### src/rtl/pvp_regs.vh
// Notes on behaviour
// - page select 1 shows identification page
// - compliance byte 01h at paged address 8
// - maker oui bytes at 0xA..0xC, msb first
// - part ident bytes at 0xD..0xF, msb first
// - page select 7 shows vendor control page
// - hold flag set with ARB_ACCEL_IN high keeps requests on null packets
// - hold set with ARB_ACCEL_IN high: only packets over 8 bits clear
// - hold clear: any non-ack packet clears requests
// - hold flag resets 0, survives bus reset
// - link speed rw, code 11 illegal
// - link speed copied into self-id rate field
// - peers always see S400 capability
// - link speed resets to 10b, survives bus reset
// - straps give default self-id power bits 21-23
// - straps load after reset once synchronised, register 4 overrides
// - power class codes, 101 reserved
// - port disable clears on hardware reset only
`ifndef PVP_REGS_VH
`define PVP_REGS_VH

// ----------------------------------------------------------------
// base register map
// ----------------------------------------------------------------
`define PVP_BASE_PWR_REG      4'h4
`define PVP_BASE_PAGE_REG     4'h7
`define PVP_PAGE_SEL_HI       7
`define PVP_PAGE_SEL_LO       5
`define PVP_PORT_SEL_HI       3
`define PVP_PORT_SEL_LO       0
`define PVP_PWR_HI            2
`define PVP_PWR_LO            0

// ----------------------------------------------------------------
// pages and paged offsets
// ----------------------------------------------------------------
`define PVP_PAGE_PORT         3'h0
`define PVP_PAGE_IDENT        3'h1
`define PVP_PAGE_VENDOR       3'h7
`define PVP_OFS_COMPLIANCE    4'h8
`define PVP_OFS_ID_SPARE      4'h9
`define PVP_OFS_OUI_HI        4'hA
`define PVP_OFS_OUI_MID       4'hB
`define PVP_OFS_OUI_LO        4'hC
`define PVP_OFS_PART_HI       4'hD
`define PVP_OFS_PART_MID      4'hE
`define PVP_OFS_PART_LO       4'hF
`define PVP_OFS_VENDOR_CTRL   4'h8
`define PVP_OFS_PORT_CTRL     4'h8

// ----------------------------------------------------------------
// fields and reset values
// ----------------------------------------------------------------
`define PVP_HOLD_BIT          7
`define PVP_SPEED_HI          1
`define PVP_SPEED_LO          0
`define PVP_DIS_BIT           0
`define PVP_COMPLIANCE_VAL    8'h01
`define PVP_HOLD_RST          1'h0
`define PVP_SPEED_RST         2'h2
`define PVP_SPEED_ILLEGAL     2'h3
`define PVP_SPEED_S400        2'h2
`define PVP_PWR_RESERVED      3'h5
`define PVP_ACK_BITS          16'h0008
`define PVP_PORTS             2

`endif

### src/rtl/pvp_top.v
`timescale 1ns/1ns
`include "pvp_regs.vh"

module pvp_top #(
  parameter [23:0] MAKER_OUI  = 24'h123456, // value is arbitrary
  parameter [23:0] PART_IDENT = 24'hABCDEF  // value is arbitrary
) (
  // clock and reset
  input  wire        CLOCK_IN,
  input  wire        RESETN_IN,
  // register port
  input  wire [3:0]  ADDR_IN,
  input  wire [7:0]  WDATA_IN,
  input  wire        WR_IN,
  input  wire        RD_IN,
  output reg  [7:0]  RDATA_OUT,
  // power class straps
  input  wire [2:0]  POWER_CLASS_STRAPS_IN,
  // received packet report
  input  wire        PKT_DONE_IN,
  input  wire [15:0] PKT_BITS_IN,
  input  wire        ARB_ACCEL_IN,
  // arbitration requests
  input  wire        FAIR_REQ_SET_IN,
  input  wire        PRIO_REQ_SET_IN,
  output reg         FAIR_REQ_OUT,
  output reg         PRIO_REQ_OUT,
  // self-id fields and port control
  output reg  [1:0]  SELF_ID_RATE_FIELD_OUT,
  output reg  [1:0]  PEER_SPEED_ADV_OUT,
  output reg  [2:0]  SELF_ID_PWR_OUT,
  output reg  [1:0]  PORT_DISABLE_OUT
);

  // ----------------------------------------------------------------
  // state
  // ----------------------------------------------------------------
  reg  [2:0]  page_r;
  reg  [3:0]  port_sel_r;
  reg         hold_r;
  reg  [1:0]  speed_r;
  reg  [2:0]  pwr_r;
  reg         pwr_loaded_r;
  reg  [1:0]  dis_r;
  reg  [2:0]  strap_s1_r;
  reg  [2:0]  strap_s2_r;
  reg  [1:0]  strap_age_r;   // edges since reset, saturates at 2
  reg  [7:0]  rd_nxt;
  reg         clr_nxt;

  wire on_ident  = (page_r == `PVP_PAGE_IDENT);
  wire on_vendor = (page_r == `PVP_PAGE_VENDOR);
  wire on_port   = (page_r == `PVP_PAGE_PORT);
  wire paged     = ADDR_IN[3];

  // pick byte of a 24-bit identifier, msb first from base offset
  function [7:0] pvp_id_byte;
    input [23:0] val;
    input [1:0]  idx;
    begin
      case (idx)
        2'h0:    pvp_id_byte = val[23:16];
        2'h1:    pvp_id_byte = val[15:8];
        default: pvp_id_byte = val[7:0];
      endcase
    end
  endfunction

  // ----------------------------------------------------------------
  // strap synchroniser; straps are pins, so two flops first
  // ----------------------------------------------------------------
  always @(posedge CLOCK_IN or negedge RESETN_IN) begin
    if (!RESETN_IN) begin
      strap_s1_r  <= 3'h0;
      strap_s2_r  <= 3'h0;
      strap_age_r <= 2'h0;
    end else begin
      strap_s1_r <= POWER_CLASS_STRAPS_IN;
      strap_s2_r <= strap_s1_r;
      // second flop holds real pin value only after two edges
      if (strap_age_r != 2'h2)
        strap_age_r <= strap_age_r + 2'h1;
    end
  end

  // ----------------------------------------------------------------
  // register writes; only hardware reset touches these fields
  // ----------------------------------------------------------------
  always @(posedge CLOCK_IN or negedge RESETN_IN) begin
    if (!RESETN_IN) begin
      page_r       <= `PVP_PAGE_PORT;
      port_sel_r   <= 4'h0;
      hold_r       <= `PVP_HOLD_RST;
      speed_r      <= `PVP_SPEED_RST;
      pwr_r        <= 3'h0;
      pwr_loaded_r <= 1'b0;
      dis_r        <= 2'h0;
    end else begin
      // strap value taken once, after the synchroniser settles
      if (!pwr_loaded_r && strap_age_r == 2'h2) begin
        pwr_r        <= strap_s2_r;
        pwr_loaded_r <= 1'b1;
      end
      if (WR_IN) begin
        if (ADDR_IN == `PVP_BASE_PAGE_REG) begin
          page_r     <= WDATA_IN[`PVP_PAGE_SEL_HI:`PVP_PAGE_SEL_LO];
          port_sel_r <= WDATA_IN[`PVP_PORT_SEL_HI:`PVP_PORT_SEL_LO];
        end
        // software write wins over strap; reserved code 101 kept as written
        if (ADDR_IN == `PVP_BASE_PWR_REG) begin
          pwr_r        <= WDATA_IN[`PVP_PWR_HI:`PVP_PWR_LO];
          pwr_loaded_r <= 1'b1;
        end
        if (paged && on_vendor && ADDR_IN == `PVP_OFS_VENDOR_CTRL) begin
          hold_r <= WDATA_IN[`PVP_HOLD_BIT];
          // illegal code 11 is dropped, old speed stays
          if (WDATA_IN[`PVP_SPEED_HI:`PVP_SPEED_LO] != `PVP_SPEED_ILLEGAL)
            speed_r <= WDATA_IN[`PVP_SPEED_HI:`PVP_SPEED_LO];
        end
        if (paged && on_port && ADDR_IN == `PVP_OFS_PORT_CTRL &&
            port_sel_r < `PVP_PORTS) begin
          dis_r[port_sel_r[0]] <= WDATA_IN[`PVP_DIS_BIT];
        end
        // identification and test locations ignore writes
      end
    end
  end

  // ----------------------------------------------------------------
  // read decode; reserved and test locations read zero
  // ----------------------------------------------------------------
  always @* begin
    rd_nxt = 8'h00;
    if (!paged) begin
      case (ADDR_IN)
        `PVP_BASE_PWR_REG:  rd_nxt = {5'h00, pwr_r};
        `PVP_BASE_PAGE_REG: rd_nxt = {page_r, 1'b0, port_sel_r};
        default:            rd_nxt = 8'h00;
      endcase
    end else if (on_ident) begin
      case (ADDR_IN)
        `PVP_OFS_COMPLIANCE: rd_nxt = `PVP_COMPLIANCE_VAL;
        `PVP_OFS_OUI_HI,
        `PVP_OFS_OUI_MID,
        `PVP_OFS_OUI_LO:     rd_nxt = pvp_id_byte(MAKER_OUI, ADDR_IN[1:0] - 2'h2);
        `PVP_OFS_PART_HI,
        `PVP_OFS_PART_MID,
        `PVP_OFS_PART_LO:    rd_nxt = pvp_id_byte(PART_IDENT, ADDR_IN[1:0] - 2'h1);
        default:             rd_nxt = 8'h00;
      endcase
    end else if (on_vendor) begin
      if (ADDR_IN == `PVP_OFS_VENDOR_CTRL)
        rd_nxt = {hold_r, 5'h00, speed_r};
    end else if (on_port) begin
      if (ADDR_IN == `PVP_OFS_PORT_CTRL && port_sel_r < `PVP_PORTS)
        rd_nxt = {7'h00, dis_r[port_sel_r[0]]};
    end
  end

  always @(posedge CLOCK_IN or negedge RESETN_IN) begin
    if (!RESETN_IN)
      RDATA_OUT <= 8'h00;
    else if (RD_IN)
      RDATA_OUT <= rd_nxt;
    else
      RDATA_OUT <= 8'h00; // data valid only the cycle after the strobe
  end

  // ----------------------------------------------------------------
  // request clearing on received packets
  // ----------------------------------------------------------------
  always @* begin
    clr_nxt = 1'b0;
    if (PKT_DONE_IN) begin
      if (hold_r && ARB_ACCEL_IN)
        clr_nxt = (PKT_BITS_IN > `PVP_ACK_BITS);
      else
        clr_nxt = (PKT_BITS_IN != `PVP_ACK_BITS);
    end
  end

  // a new request in the clearing cycle survives
  always @(posedge CLOCK_IN or negedge RESETN_IN) begin
    if (!RESETN_IN) begin
      FAIR_REQ_OUT <= 1'b0;
      PRIO_REQ_OUT <= 1'b0;
    end else begin
      FAIR_REQ_OUT <= FAIR_REQ_SET_IN | (FAIR_REQ_OUT & ~clr_nxt);
      PRIO_REQ_OUT <= PRIO_REQ_SET_IN | (PRIO_REQ_OUT & ~clr_nxt);
    end
  end

  // ----------------------------------------------------------------
  // self-id fields, registered copies
  // ----------------------------------------------------------------
  always @(posedge CLOCK_IN or negedge RESETN_IN) begin
    if (!RESETN_IN) begin
      SELF_ID_RATE_FIELD_OUT <= `PVP_SPEED_RST;
      PEER_SPEED_ADV_OUT     <= `PVP_SPEED_S400;
      SELF_ID_PWR_OUT        <= 3'h0;
      PORT_DISABLE_OUT       <= 2'h0;
    end else begin
      SELF_ID_RATE_FIELD_OUT <= speed_r;
      PEER_SPEED_ADV_OUT     <= `PVP_SPEED_S400;
      SELF_ID_PWR_OUT        <= pwr_r;
      PORT_DISABLE_OUT       <= dis_r;
    end
  end

endmodule

### config.mk
export PLATFORM = sky130hd
export DESIGN_NAME = pvp_top
export DESIGN_NICKNAME = d
export VERILOG_FILES = /design/src/rtl/pvp_top.v
export VERILOG_INCLUDE_DIRS = /design/src /design/src/rtl
export SDC_FILE = /design/constraint.sdc
export NUM_CORES = 1
export LEC_CHECK = 0
export BUFFER_PORTS_ARGS = -buffer_cell sky130_fd_sc_hd__buf_4
export CAP_MARGIN = 20
export CORE_MARGIN = 3
export CORE_UTILIZATION = 49
export CTS_CLUSTER_DIAMETER = 200
export DETAILED_ROUTE_END_ITERATION = 10
export HOLD_SLACK_MARGIN = 0.12
export PLACE_DENSITY = 0.75
export SYNTH_ARGS = -nofsm -noshare
export SYNTH_HDL_FRONTEND = slang
export SYNTH_SLANG_ARGS = --single-unit
### constraint.sdc
create_clock -name CLOCK_IN -period 2.1 [get_ports CLOCK_IN]
set_clock_uncertainty 0.15 [all_clocks]
set_input_delay 0.42 -clock CLOCK_IN [delete_from_list [all_inputs] [get_ports CLOCK_IN]]
set_output_delay 0.42 -clock CLOCK_IN [all_outputs]
set_load 0.005 [all_outputs]
After elaboration in Yosys (flattened, before gate mapping)
Cells that the tools add are included.

Register bits after elaboration: 41. Bits of input ports: 39. Output and inout port bits: 19. Logic and storage cells: 88.

$add $sub $neg: 3. Order comparisons: 4. Eq/ne operators: 17. Mux-type cells: 24. Bitwise gates (word level): 5. Reductions and logical operators: 19.

Operators by type and width (number): two-way mux 8 bit (5); == test 4 bit (second input constant) (7); case mux 7 bit (2 select lines) (2); case mux 8 bit (3 select lines) (1); > comparator 16 x 4 -> 1 bit (second input constant) (1); inequality test 16 x 4 -> 1 bit (second input constant) (1); case mux 8 bit (2 select lines) (1); two-way mux 1 bit (10); logical AND 1 bit (9); two-way mux 3 bit (3); == test 4 x 3 -> 1 bit (second input constant) (2); AND reduction 2 bit (3); OR reduction 3 bit (2); == test 2 x 1 -> 1 bit (second input constant) (2); logical NOT 2 bit (2); < comparator 4 x 2 -> 1 bit (second input constant) (1); inequality test 2 bit (second input constant) (2); == test 3 x 1 -> 1 bit (second input constant) (1); == test 3 bit (second input constant) (1); logical NOT 3 bit (1); AND reduction 3 bit (1); adder 2 x 1 -> 2 bit (second input constant) (1); AND 1 bit (2); bitwise mux 2 bit (1); 9 further kinds (10).

Logic depth before layout (Yosys ltp)
Gate-level depths: netlist (run 1).

Depth after elaboration: 8. Depth in mapped cells: 5. Depth with buffers taken out: 5.

Worst setup path after synthesis (run 1)
OpenSTA, ideal clock, no wires.

Path type: flip-flop to flip-flop. Start point: reg page_r[1]. End point: reg dis_r[0]. Setup time: 0.127 ns. Arrival: 1.520 ns. Required time: 1.823 ns. Setup slack: 0.302 ns. Stages on the path, launching flop included: 5. Buffers on the path: 0. Clock period less this slack: 1.798 ns. Path through: dfrtp_1 > or4_1 > nor3_2 > nand4b_1 > mux2_1.

Cells in the longest elaborated chain, start to end: 5.

Ends and longest elaborated chain: start: declaration (RTL line pvp_top.v:38) `reg [2:0] page_r;`; start signal: assignment (RTL line pvp_top.v:91) `` page_r <= `PVP_PAGE_PORT; ``; start signal: assignment (RTL line pvp_top.v:106) `` page_r <= WDATA_IN[`PVP_PAGE_SEL_HI:`PVP_PAGE_SEL_LO]; ``; logical NOT 3 bit (no source line); logical AND 1 bit (RTL line pvp_top.v:120) `` if (paged && on_port && ADDR_IN == `PVP_OFS_PORT_CTRL && ``; logical AND 1 bit (no source line) (2 in a row); AND reduction 2 bit (no source line); end signal: indexed assignment (RTL line pvp_top.v:122) `` dis_r[port_sel_r[0]] <= WDATA_IN[`PVP_DIS_BIT]; ``; end: declaration (RTL line pvp_top.v:44) `reg [1:0] dis_r;`.

No other way between the ends. A chain may end at the register's enable or synchronous reset.

Worst setup path in the final report (run 1)
Start point: reg page_r[2]. End point: reg dis_r[0].

Same word-level chain as after synthesis.

==> metrics.cfg, run 1 <==
[yosys]
avgSynthCellArea_um2=12.1
synth_top_family_by_area=simple AND/OR/NAND/NOR gates
ys_dominant_reg_cell=dfrtp_1
async_reset_ff_share_pct=100
synthMuxAreaShare_pct=9.47
synthXorXnorAreaFrac_pct=1.01
synth_fa_ha_area_share_pct=0.723
synth-edff-count=0
seq_area_frac_synth_pct=59.4
syn_area_um2=1730
yosys_warnings=0
synth_compound_area_share_pct=11.3
synth_nets=183
ys_ff_latch=41
synth.distinct_cells=42
synthSimpleGateAreaFrac_pct=15.0
synthCells=143

[global_route]
grt_pass1_wl_um=6180
grt_usage_pct=19.0
grt_pass1_vias=1421
antenna_found_initial=0
grt_overflow=0
grt_max_degree=42

[finish]
fillers=244
seqCellArea_um2=1030
layout_common_cells=59 x buf_4, 39 x dfrtp_1, 10 x a21oi_1
postLayoutCoreUtil_pct=72.9
mostFrequentLayoutCell=buf_4
antenna_cells=0
fin_nets=249
area_growth_pct=34.9
drive_above_1_share_pct=38.6
multi_input_area_um2=657

[clock_tree]
cts.sinks=41
cts-root-buf=clkbuf_4
htreeDepth=2
clk_pin_slew_ps=110
cts_buffer_depth=2
post_cts_buffers=0
worstSkewPairLatency_ps=330
cts_tree=yes
cts_buffers=5

[placement]
gp_congestion=0.834
dp_hpwl_um=2890
portBuffers=54
place_ws_ps=212

[timing]
worst_slack_ps=181
rsz0062_at_grt=no
setup_viol=0
whs_ps=156
fin_crit_sh_pct=91.4
fmax_mhz=521
layout_min_cycle_time_ps=1920
finalHoldViolations=0
drv_slew=0
fin_tns_setup_ps=0

[die]
fp.coreArea_um2=3200
die-area_um2=4280
die-height_um=65.4
die_x_um=65.4
pin_count=58
rows=20
start_util_pct=54.1

[setup_path]
cp-end-kind=register
cp_data_arrival_time_ps=1990
start_kind=register
crit_slowest_cell=or4_1
cp_top_family=simple AND/OR/NAND/NOR gates
crit_chain=or4_1, nor3_2, nand4b_1, mux2_1
worstPathBufferInverterCount=0
critPathMaxStageDelay_ps=540
crit_type=reg2reg
required_ps=2170
path_max_fanout=7

[routing]
wl_um=3850
ant_nets=0
drtIter0Drc=58
vias=1379
vias_per_cell=5.43
dr.pass1.iters=4
post_drt_wl_per_cell_um=15.2
drcViolationCount=0

[power_and_ir_drop]
powerDensity_nw_per_um2=750
leakage_uw=0.00109
max-vdd-ir-drop_uv=496
total_power_uw=1750

[hold_path]
hold_path_class=in2reg

[job]
maxCapViolCount=0

[status]
status=finished clean

registers in the layout (all words and copies together), names as in the netlist, 3 cells and up:
signal           cells
RDATA_OUT            8
port_sel_r           4
SELF_ID_PWR_OUT      3
page_r               3
pwr_r                3
strap_s1_r           3
strap_s2_r           3
worst paths after layout:
kind,slack [ps],startpoint,cells after the start,to
setup / recovery,180,page_r[2],4,dis_r[0]
hold / removal,160,WDATA_IN[6],2,page_r[1]
setup reg to reg,180,page_r[2],4,dis_r[0]
hold reg to reg,210,strap_s1_r[1],0,strap_s2_r[1]
max in group asynchronous,1000,RESETN_IN,2,speed_r[1]
min in group asynchronous,430,RESETN_IN,2,RDATA_OUT[4]
metal layers:
metal	GRT usage [%]	routed length (um)	up-vias
met4	9.59	61	0
met3	4.44	185	6
met2	33.0	2080	46
met1	21.8	1530	675
li1	-	-	652
met5	0	0	-
through the flow:
| step | area (um^2) | instances |
|---|---|---|
| 2_1_floorplan | 1730 | 143 |
| 3_3_place_gp | 2190 | 240 |
| 3_5_place_dp | 2190 | 240 |
| 4_1_cts | 2340 | 254 |
| 5_1_grt | 2340 | 254 |
| 6_report | 2340 | 254 |
synthesized netlist by cell type (2+ instances only):
library cell / number / area (um^2)
a21o_1: 2 / 15.0
a21oi_1: 10 / 50.1
a2bb2oi_1: 2 / 17.5
a31oi_1: 3 / 18.8
and2_1: 2 / 12.5
and3_2: 2 / 15.0
buf_4: 4 / 30.0
conb_1: 2 / 7.51
dfrtp_1: 39 / 976
dfstp_2: 2 / 52.6
inv_1: 2 / 7.51
mux2_1: 2 / 22.5
mux2_2: 9 / 101
mux2i_1: 4 / 40.0
nand2_1: 7 / 26.3
nand2b_1: 2 / 12.5
nand3_1: 5 / 25.0
nor2_1: 7 / 26.3
nor2b_1: 2 / 12.5
nor3_1: 3 / 15.0
nor4_1: 3 / 18.8
o211ai_1: 2 / 15.0
o21ai_0: 6 / 30.0
o22a_1: 2 / 17.5
xnor2_1: 2 / 17.5
cells by family after synthesis:
family	Yosys count
buffers and inverters	8
other	2
flip-flops	41
AND/OR/NAND/NOR	43
adder cells (fa/ha/maj)	1
multiplexers	15
AO/OA/AOI/OAI	31
XOR/XNOR	2
layout make-up:
class                      count  share of cell area (%)
multi-input combinational     94                    28.1
clock buffer                   7                    2.36
timing repair buffer          65                    21.5
inverter                       2                   0.321
clock inverter                 1                    1.29
tap                           44                    2.36
sequential                    41                    44.0
what timing repair did:
item / 4_1_cts / 5_1_grt
resized for setup: 0 / 0
endpoints found under the hold margin: 44 / 0
hold buffers: 6 / 0
power by group:
part	internal [uW]	total, uW	switching, uW
logic	169	289	120
clock network	285	518	233
registers	876	946	70.2
total	1330	1750	423
Power figures use the tool's default switching activity.
==> run 2: changes to the inputs <==
clock period = 2 ns   (was 2.1 ns; I/O delays follow)
==> run 2 against run 1 <==
  * Largest power group unchanged
  * Core utilization down 0.078 points
  * Critical path type unchanged
  * Fmax up 0.72%
  * Global-route usage up 0.087 points
==> metrics.cfg, run 2 (synthesis gave the netlist of run 1 again) <==
[clock_tree]
cts_buffer_depth=2  ; unchanged
cts.sinks=41  ; unchanged
cts_tree=yes
clk_pin_slew_ps=110  ; about the same
cts_buffers=5  ; unchanged
worstSkewPairLatency_ps=340  ; about the same
cts_resized=0  ; unchanged
cts-root-buf=clkbuf_4
post_cts_buffers=0  ; unchanged
postCtsHoldBufs=7  ; +1
htreeDepth=2  ; unchanged

[status]
status=finished clean

[job]
maxCapViolCount=0  ; unchanged

[setup_path]
required_ps=2080  ; -90 ps
crit_type=reg2reg
path_max_fanout=3  ; -4
start_kind=register
crit_slowest_cell=or4_1
cp_data_arrival_time_ps=1980  ; about the same
cp_top_family=simple AND/OR/NAND/NOR gates
critPathMaxStageDelay_ps=540  ; about the same
cp-end-kind=register
worstPathBufferInverterCount=0  ; unchanged
crit_chain=or4_1, nor3_2, nand4_1, mux2_1

[timing]
fmax_mhz=525  ; +0.72%
layout_min_cycle_time_ps=1900  ; -13.7 ps
fin_tns_setup_ps=0  ; unchanged
setup_viol=0  ; unchanged
rsz0062_at_grt=no
drv_slew=0  ; unchanged
fin_crit_sh_pct=95.2  ; +3.9 points
finalHoldViolations=0  ; unchanged

[die]
pin_count=58  ; unchanged
die-height_um=65.4  ; unchanged
rows=20  ; unchanged
die-area_um2=4280  ; unchanged
fp.coreArea_um2=3200  ; unchanged
start_util_pct=54.1  ; unchanged
die_x_um=65.4  ; unchanged

[finish]
top_regs=RDATA_OUT: 8 flops, port_sel_r: 4 flops
multi_input_area_um2=657  ; unchanged
fillers=244  ; unchanged
drive_above_1_share_pct=38.2  ; -0.36 points
mostFrequentLayoutCell=buf_4
largest_reg_flops=8  ; unchanged
antenna_cells=0  ; unchanged
postLayoutCoreUtil_pct=72.9  ; -0.078 points
seqCellArea_um2=1030  ; unchanged
layout_common_cells=60 x buf_4, 39 x dfrtp_1, 10 x a21oi_1
fin_nets=252  ; +1.2%
area_growth_pct=34.8
largest-register=RDATA_OUT

[power_and_ir_drop]
powerDensity_nw_per_um2=733  ; -2.3%
leakage_uw=0.00109  ; about the same
max-vdd-ir-drop_uv=499  ; +0.63%

[global_route]
grt_usage_pct=19.1  ; +0.087 points
grt_pass1_wl_um=6070  ; -1.8%
grt_overflow=0  ; unchanged
grt_max_degree=42  ; unchanged
antenna_found_initial=0  ; unchanged
grt_pass1_vias=1340  ; -5.7%

[hold_path]
hold_path_class=in2reg

[routing]
drcViolationCount=0  ; unchanged
wl_um=3750  ; -2.6%
vias_per_cell=5.27  ; -2.9%
ant_nets=0  ; unchanged
dr.pass1.iters=4  ; unchanged
post_drt_wl_per_cell_um=14.6  ; -3.4%
drtIter0Drc=75  ; +29%
vias=1350  ; -2.1%

[placement]
gp_congestion=0.849  ; +1.9%
portBuffers=54  ; unchanged
dp_hpwl_um=2780  ; -3.7%

-- run 2: cell count changes in the layout (fill, tap and decap cells not counted), sizes merged --
cell         previous run  this run
buf                    59        60
bufinv                  1         0
dlygate4sd3             6         8
-- run 2: worst register-to-register path, stage by stage (launching register included) --
cell	delay [ps]
dfrtp_1	400
or4_1	540
nor3_2	220
nand4_1	150
mux2_1	330
-- run 2: power breakdown --
| group | leakage, uW | total, uW | switching [uW] | internal, uW |
|---|---|---|---|---|
| Clock | 0.0000314 | 406 | 240 | 166 |
| Sequential | 0.000507 | 987 | 67.4 | 920 |
| Combinational | 0.000551 | 317 | 132 | 186 |
-- run 2: area by class of cell --
type | count | share of cell area [%]
Tap cell | 44 | 2.36
Timing Repair Buffer | 68 | 22.7
Multi-Input combinational cell | 94 | 28.2
Sequential cell | 41 | 44.1
Inverter | 2 | 0.322
Clock buffer | 7 | 2.36
-- run 2: final timing paths --
check | slack, ps | cells past startpoint | end | from
setup / recovery | 100 | 4 | dis_r[1] | page_r[1]
hold / removal | 140 | 2 | port_sel_r[3] | WDATA_IN[3]
setup reg to reg | 100 | 4 | dis_r[1] | page_r[1]
hold reg to reg | 220 | 0 | strap_s2_r[1] | strap_s1_r[1]
max in group asynchronous | 930 | 2 | SELF_ID_RATE_FIELD_OUT[1] | RESETN_IN
min in group asynchronous | 410 | 2 | SELF_ID_PWR_OUT[2] | RESETN_IN
-- run 2: per-stage QoR --
| stage | setup WS (ps) | cell area (um^2) | instances | power (uW) | hold slack [ps] |
|---|---|---|---|---|---|
| 6_report | 95.1 | 2330 | 256 | 1710 | 142 |
| 5_1_grt | 34.7 | 2330 | 256 | 1800 | 128 |
| 4_1_cts | 115 | 2320 | 255 | 1720 | 123 |
| 3_5_place_dp | 134 | 2200 | 241 | 1310 | 191 |
| 3_3_place_gp | 189 | 2200 | 241 | 1290 | 182 |
| 2_1_floorplan | 202 | 1730 | 143 | 1120 | -45.6 |
-- run 2: per-layer routing --
metal	vias to the layer above	GRT usage [%]	wire, um
met2	37	33.0	1960
li1	653	-	-
met1	653	21.9	1530
met4	0	7.77	63
met3	7	5.98	191
met5	-	0	0
==> run 3: changes to the inputs <==
CORE_ASPECT_RATIO = 0.9   (was default)
==> run 3 against run 2 <==
  * Count of clock-buffer cells in the layout is 2 lower
  * Clock power is 37% higher
  * Cell area is 0.32% lower
  * Routed wire length is 0.85% higher
  * Cell count is 2.0% lower
  * Global-route usage is 0.93 points higher
  * Non-clock buffer count is 4 lower
  * First-iteration DRC count is 60% higher
  * Die area hardly changed
  * Register-to-register slack better by 30 ps
  * Critical path depth stayed put
  * Critical endpoint is now dis_r[0]
  * Largest cell class unchanged
  * Highest routed layer unchanged
==> metrics.cfg, run 3 (synthesis gave the netlist of run 1 again) <==
[status]
status=finished clean

[routing]
dr.pass1.iters=4  ; unchanged
drtIter0Drc=120  ; +60%
vias=1394  ; +3.3%
drcViolationCount=0  ; unchanged
post_drt_wl_per_cell_um=15.1  ; +2.9%
wl_um=3780  ; +0.85%
ant_nets=0  ; unchanged
vias_per_cell=5.55  ; +5.3%

[finish]
layout_common_cells=60 x buf_4, 39 x dfrtp_1, 10 x a21oi_1
fin_area_um2=2330  ; -0.32%
largest_reg_flops=8  ; unchanged
drive_above_1_share_pct=39.7  ; +1.5 points
mostFrequentLayoutCell=buf_4
antenna_cells=0  ; unchanged
area_growth_pct=34.3
largest-register=RDATA_OUT
stdcell_count=251  ; -2.0%
top_regs=RDATA_OUT: 8 flops, port_sel_r: 4 flops
fin_nets=248  ; -1.6%
fillers=241  ; -1.2%

[hold_path]
hold_path_class=in2reg
holdPathEnd=FAIR_REQ_OUT
whs_path_depth=2  ; unchanged
min_from=FAIR_REQ_SET_IN

[global_route]
grt_pass1_wl_um=6530  ; +7.6%
antenna_found_initial=0  ; unchanged
grt_usage_pct=20.0  ; +0.93 points
grt_overflow=0  ; unchanged
grt_max_degree=42  ; unchanged
grt_pass1_vias=1441  ; +7.5%

[setup_path]
timing.rr.start=page_r[1]
crit_slowest_cell=or4_1
cp_top_family=simple AND/OR/NAND/NOR gates
path_max_fanout=3  ; unchanged
crit_type=reg2reg
crit_cells=4  ; unchanged
rr_worst_depth=4  ; unchanged
cp-end-kind=register
critPathMaxStageDelay_ps=540  ; about the same
worstPathBufferInverterCount=0  ; unchanged
r2r-end=dis_r[0]
required_ps=2040  ; -40 ps
start_kind=register
cp_data_arrival_time_ps=1910  ; -70 ps
rrSetupSlack_ps=130  ; +30 ps
critPathLaunch=page_r[1]
crit_chain=or4_1, nor3_2, nand4b_1, mux2_1

[power_and_ir_drop]
leakage_uw=0.00109  ; -0.32%
powerDensity_nw_per_um2=795  ; +8.4%
max-vdd-ir-drop_uv=667  ; +34%

[placement]
portBuffers=54  ; unchanged
place_area_um2=2200  ; -0.11%
gp_congestion=0.855  ; +0.64%
place_ws_ps=132  ; -1.28 ps
dp_hpwl_um=2850  ; +2.4%
numPlacedInstances=239  ; -0.83%

[die]
pin_count=58  ; unchanged
rows=19  ; -5.0%
start_util_pct=54.0  ; -0.11 points
die_x_um=68.7  ; +4.9%
fp.coreArea_um2=3210  ; +0.20%
die-area_um2=4280  ; about the same
die-height_um=62.4  ; -4.7%

[clock_tree]
cts.sinks=41  ; unchanged
htreeDepth=2  ; unchanged
cts_buffer_depth=2  ; unchanged
cts_tree=yes
worstSkewPairLatency_ps=300  ; -40 ps
cts_buffers=5  ; unchanged
cts_resized=0  ; unchanged
clk_pin_slew_ps=80  ; -30 ps
cts-root-buf=clkbuf_8

[timing]
fmax_mhz=534  ; +1.7%
setup_viol=0  ; unchanged
rsz0062_at_grt=no
fin_tns_setup_ps=0  ; unchanged
fin_crit_sh_pct=93.6  ; -1.6 points
drv_slew=0  ; unchanged
worst_slack_ps=127  ; +32.0 ps
layout_min_cycle_time_ps=1870  ; -32.0 ps
finalHoldViolations=0  ; unchanged

[job]
maxCapViolCount=0  ; unchanged

[run 3: cell types whose count changed in the layout (fill, tap and decap cells not counted)]
cell           delta
inv_6             +1
dlygate4sd3_1     -4
clkbuf_1          -1
clkbuf_8          +4
clkinvlp_4        +1
clkbuf_4          -5
clkinv_2          +1
[run 3: through the flow]
stage / hold slack (ps) / utilization [%] / total power, uW
final: 125 / 72.5 / 1850
after global routing: 125 / 72.5 / 1940
after CTS: 126 / 72.5 / 1850
after detailed placement: 185 / 68.4 / 1310
after global placement: 183 / 68.4 / 1290
after floorplan: -45.6 / - / 1120
[run 3: cell type report]
type                    instances  area, um^2  area share (%)
clock buffers                   5        68.8            2.96
inverters                       2        7.51           0.323
multi-input cells              94         657            28.2
well taps                      42        52.6            2.26
flip-flops and latches         41        1030            44.2
clock inverters                 3        21.3           0.914
repair buffers                 64         490            21.1
[run 3: worst max-delay path by stage]
stage	endpoint	slack [ps]
4_1_cts	dis_r[0]	120
6_report	dis_r[0]	130
2_1_floorplan	dis_r[0]	200
3_3_place_gp	dis_r[0]	160
5_1_grt	dis_r[1]	50
3_5_place_dp	hold_r	130
[run 3: report_power, final]
part	internal, uW	leakage, uW	switching, uW
sequential	920	0.000507	59.8
clock	247	0.0000445	308
combinational	181	0.000535	132
[run 3: layer usage]
layer	share of wire [%]	vias to the layer above	track usage, %
met1	39	667	25.2
met4	1.7	0	6.95
met3	9.1	9	6.29
li1	-	644	-
met5	0	-	0
met2	50	74	32.1
[run 3: what timing repair did]
action	4_1_cts	5_1_grt
endpoints found under the hold margin	42	0
setup buffers	0	0
setup endpoints to repair	0	0
hold buffers	4	0
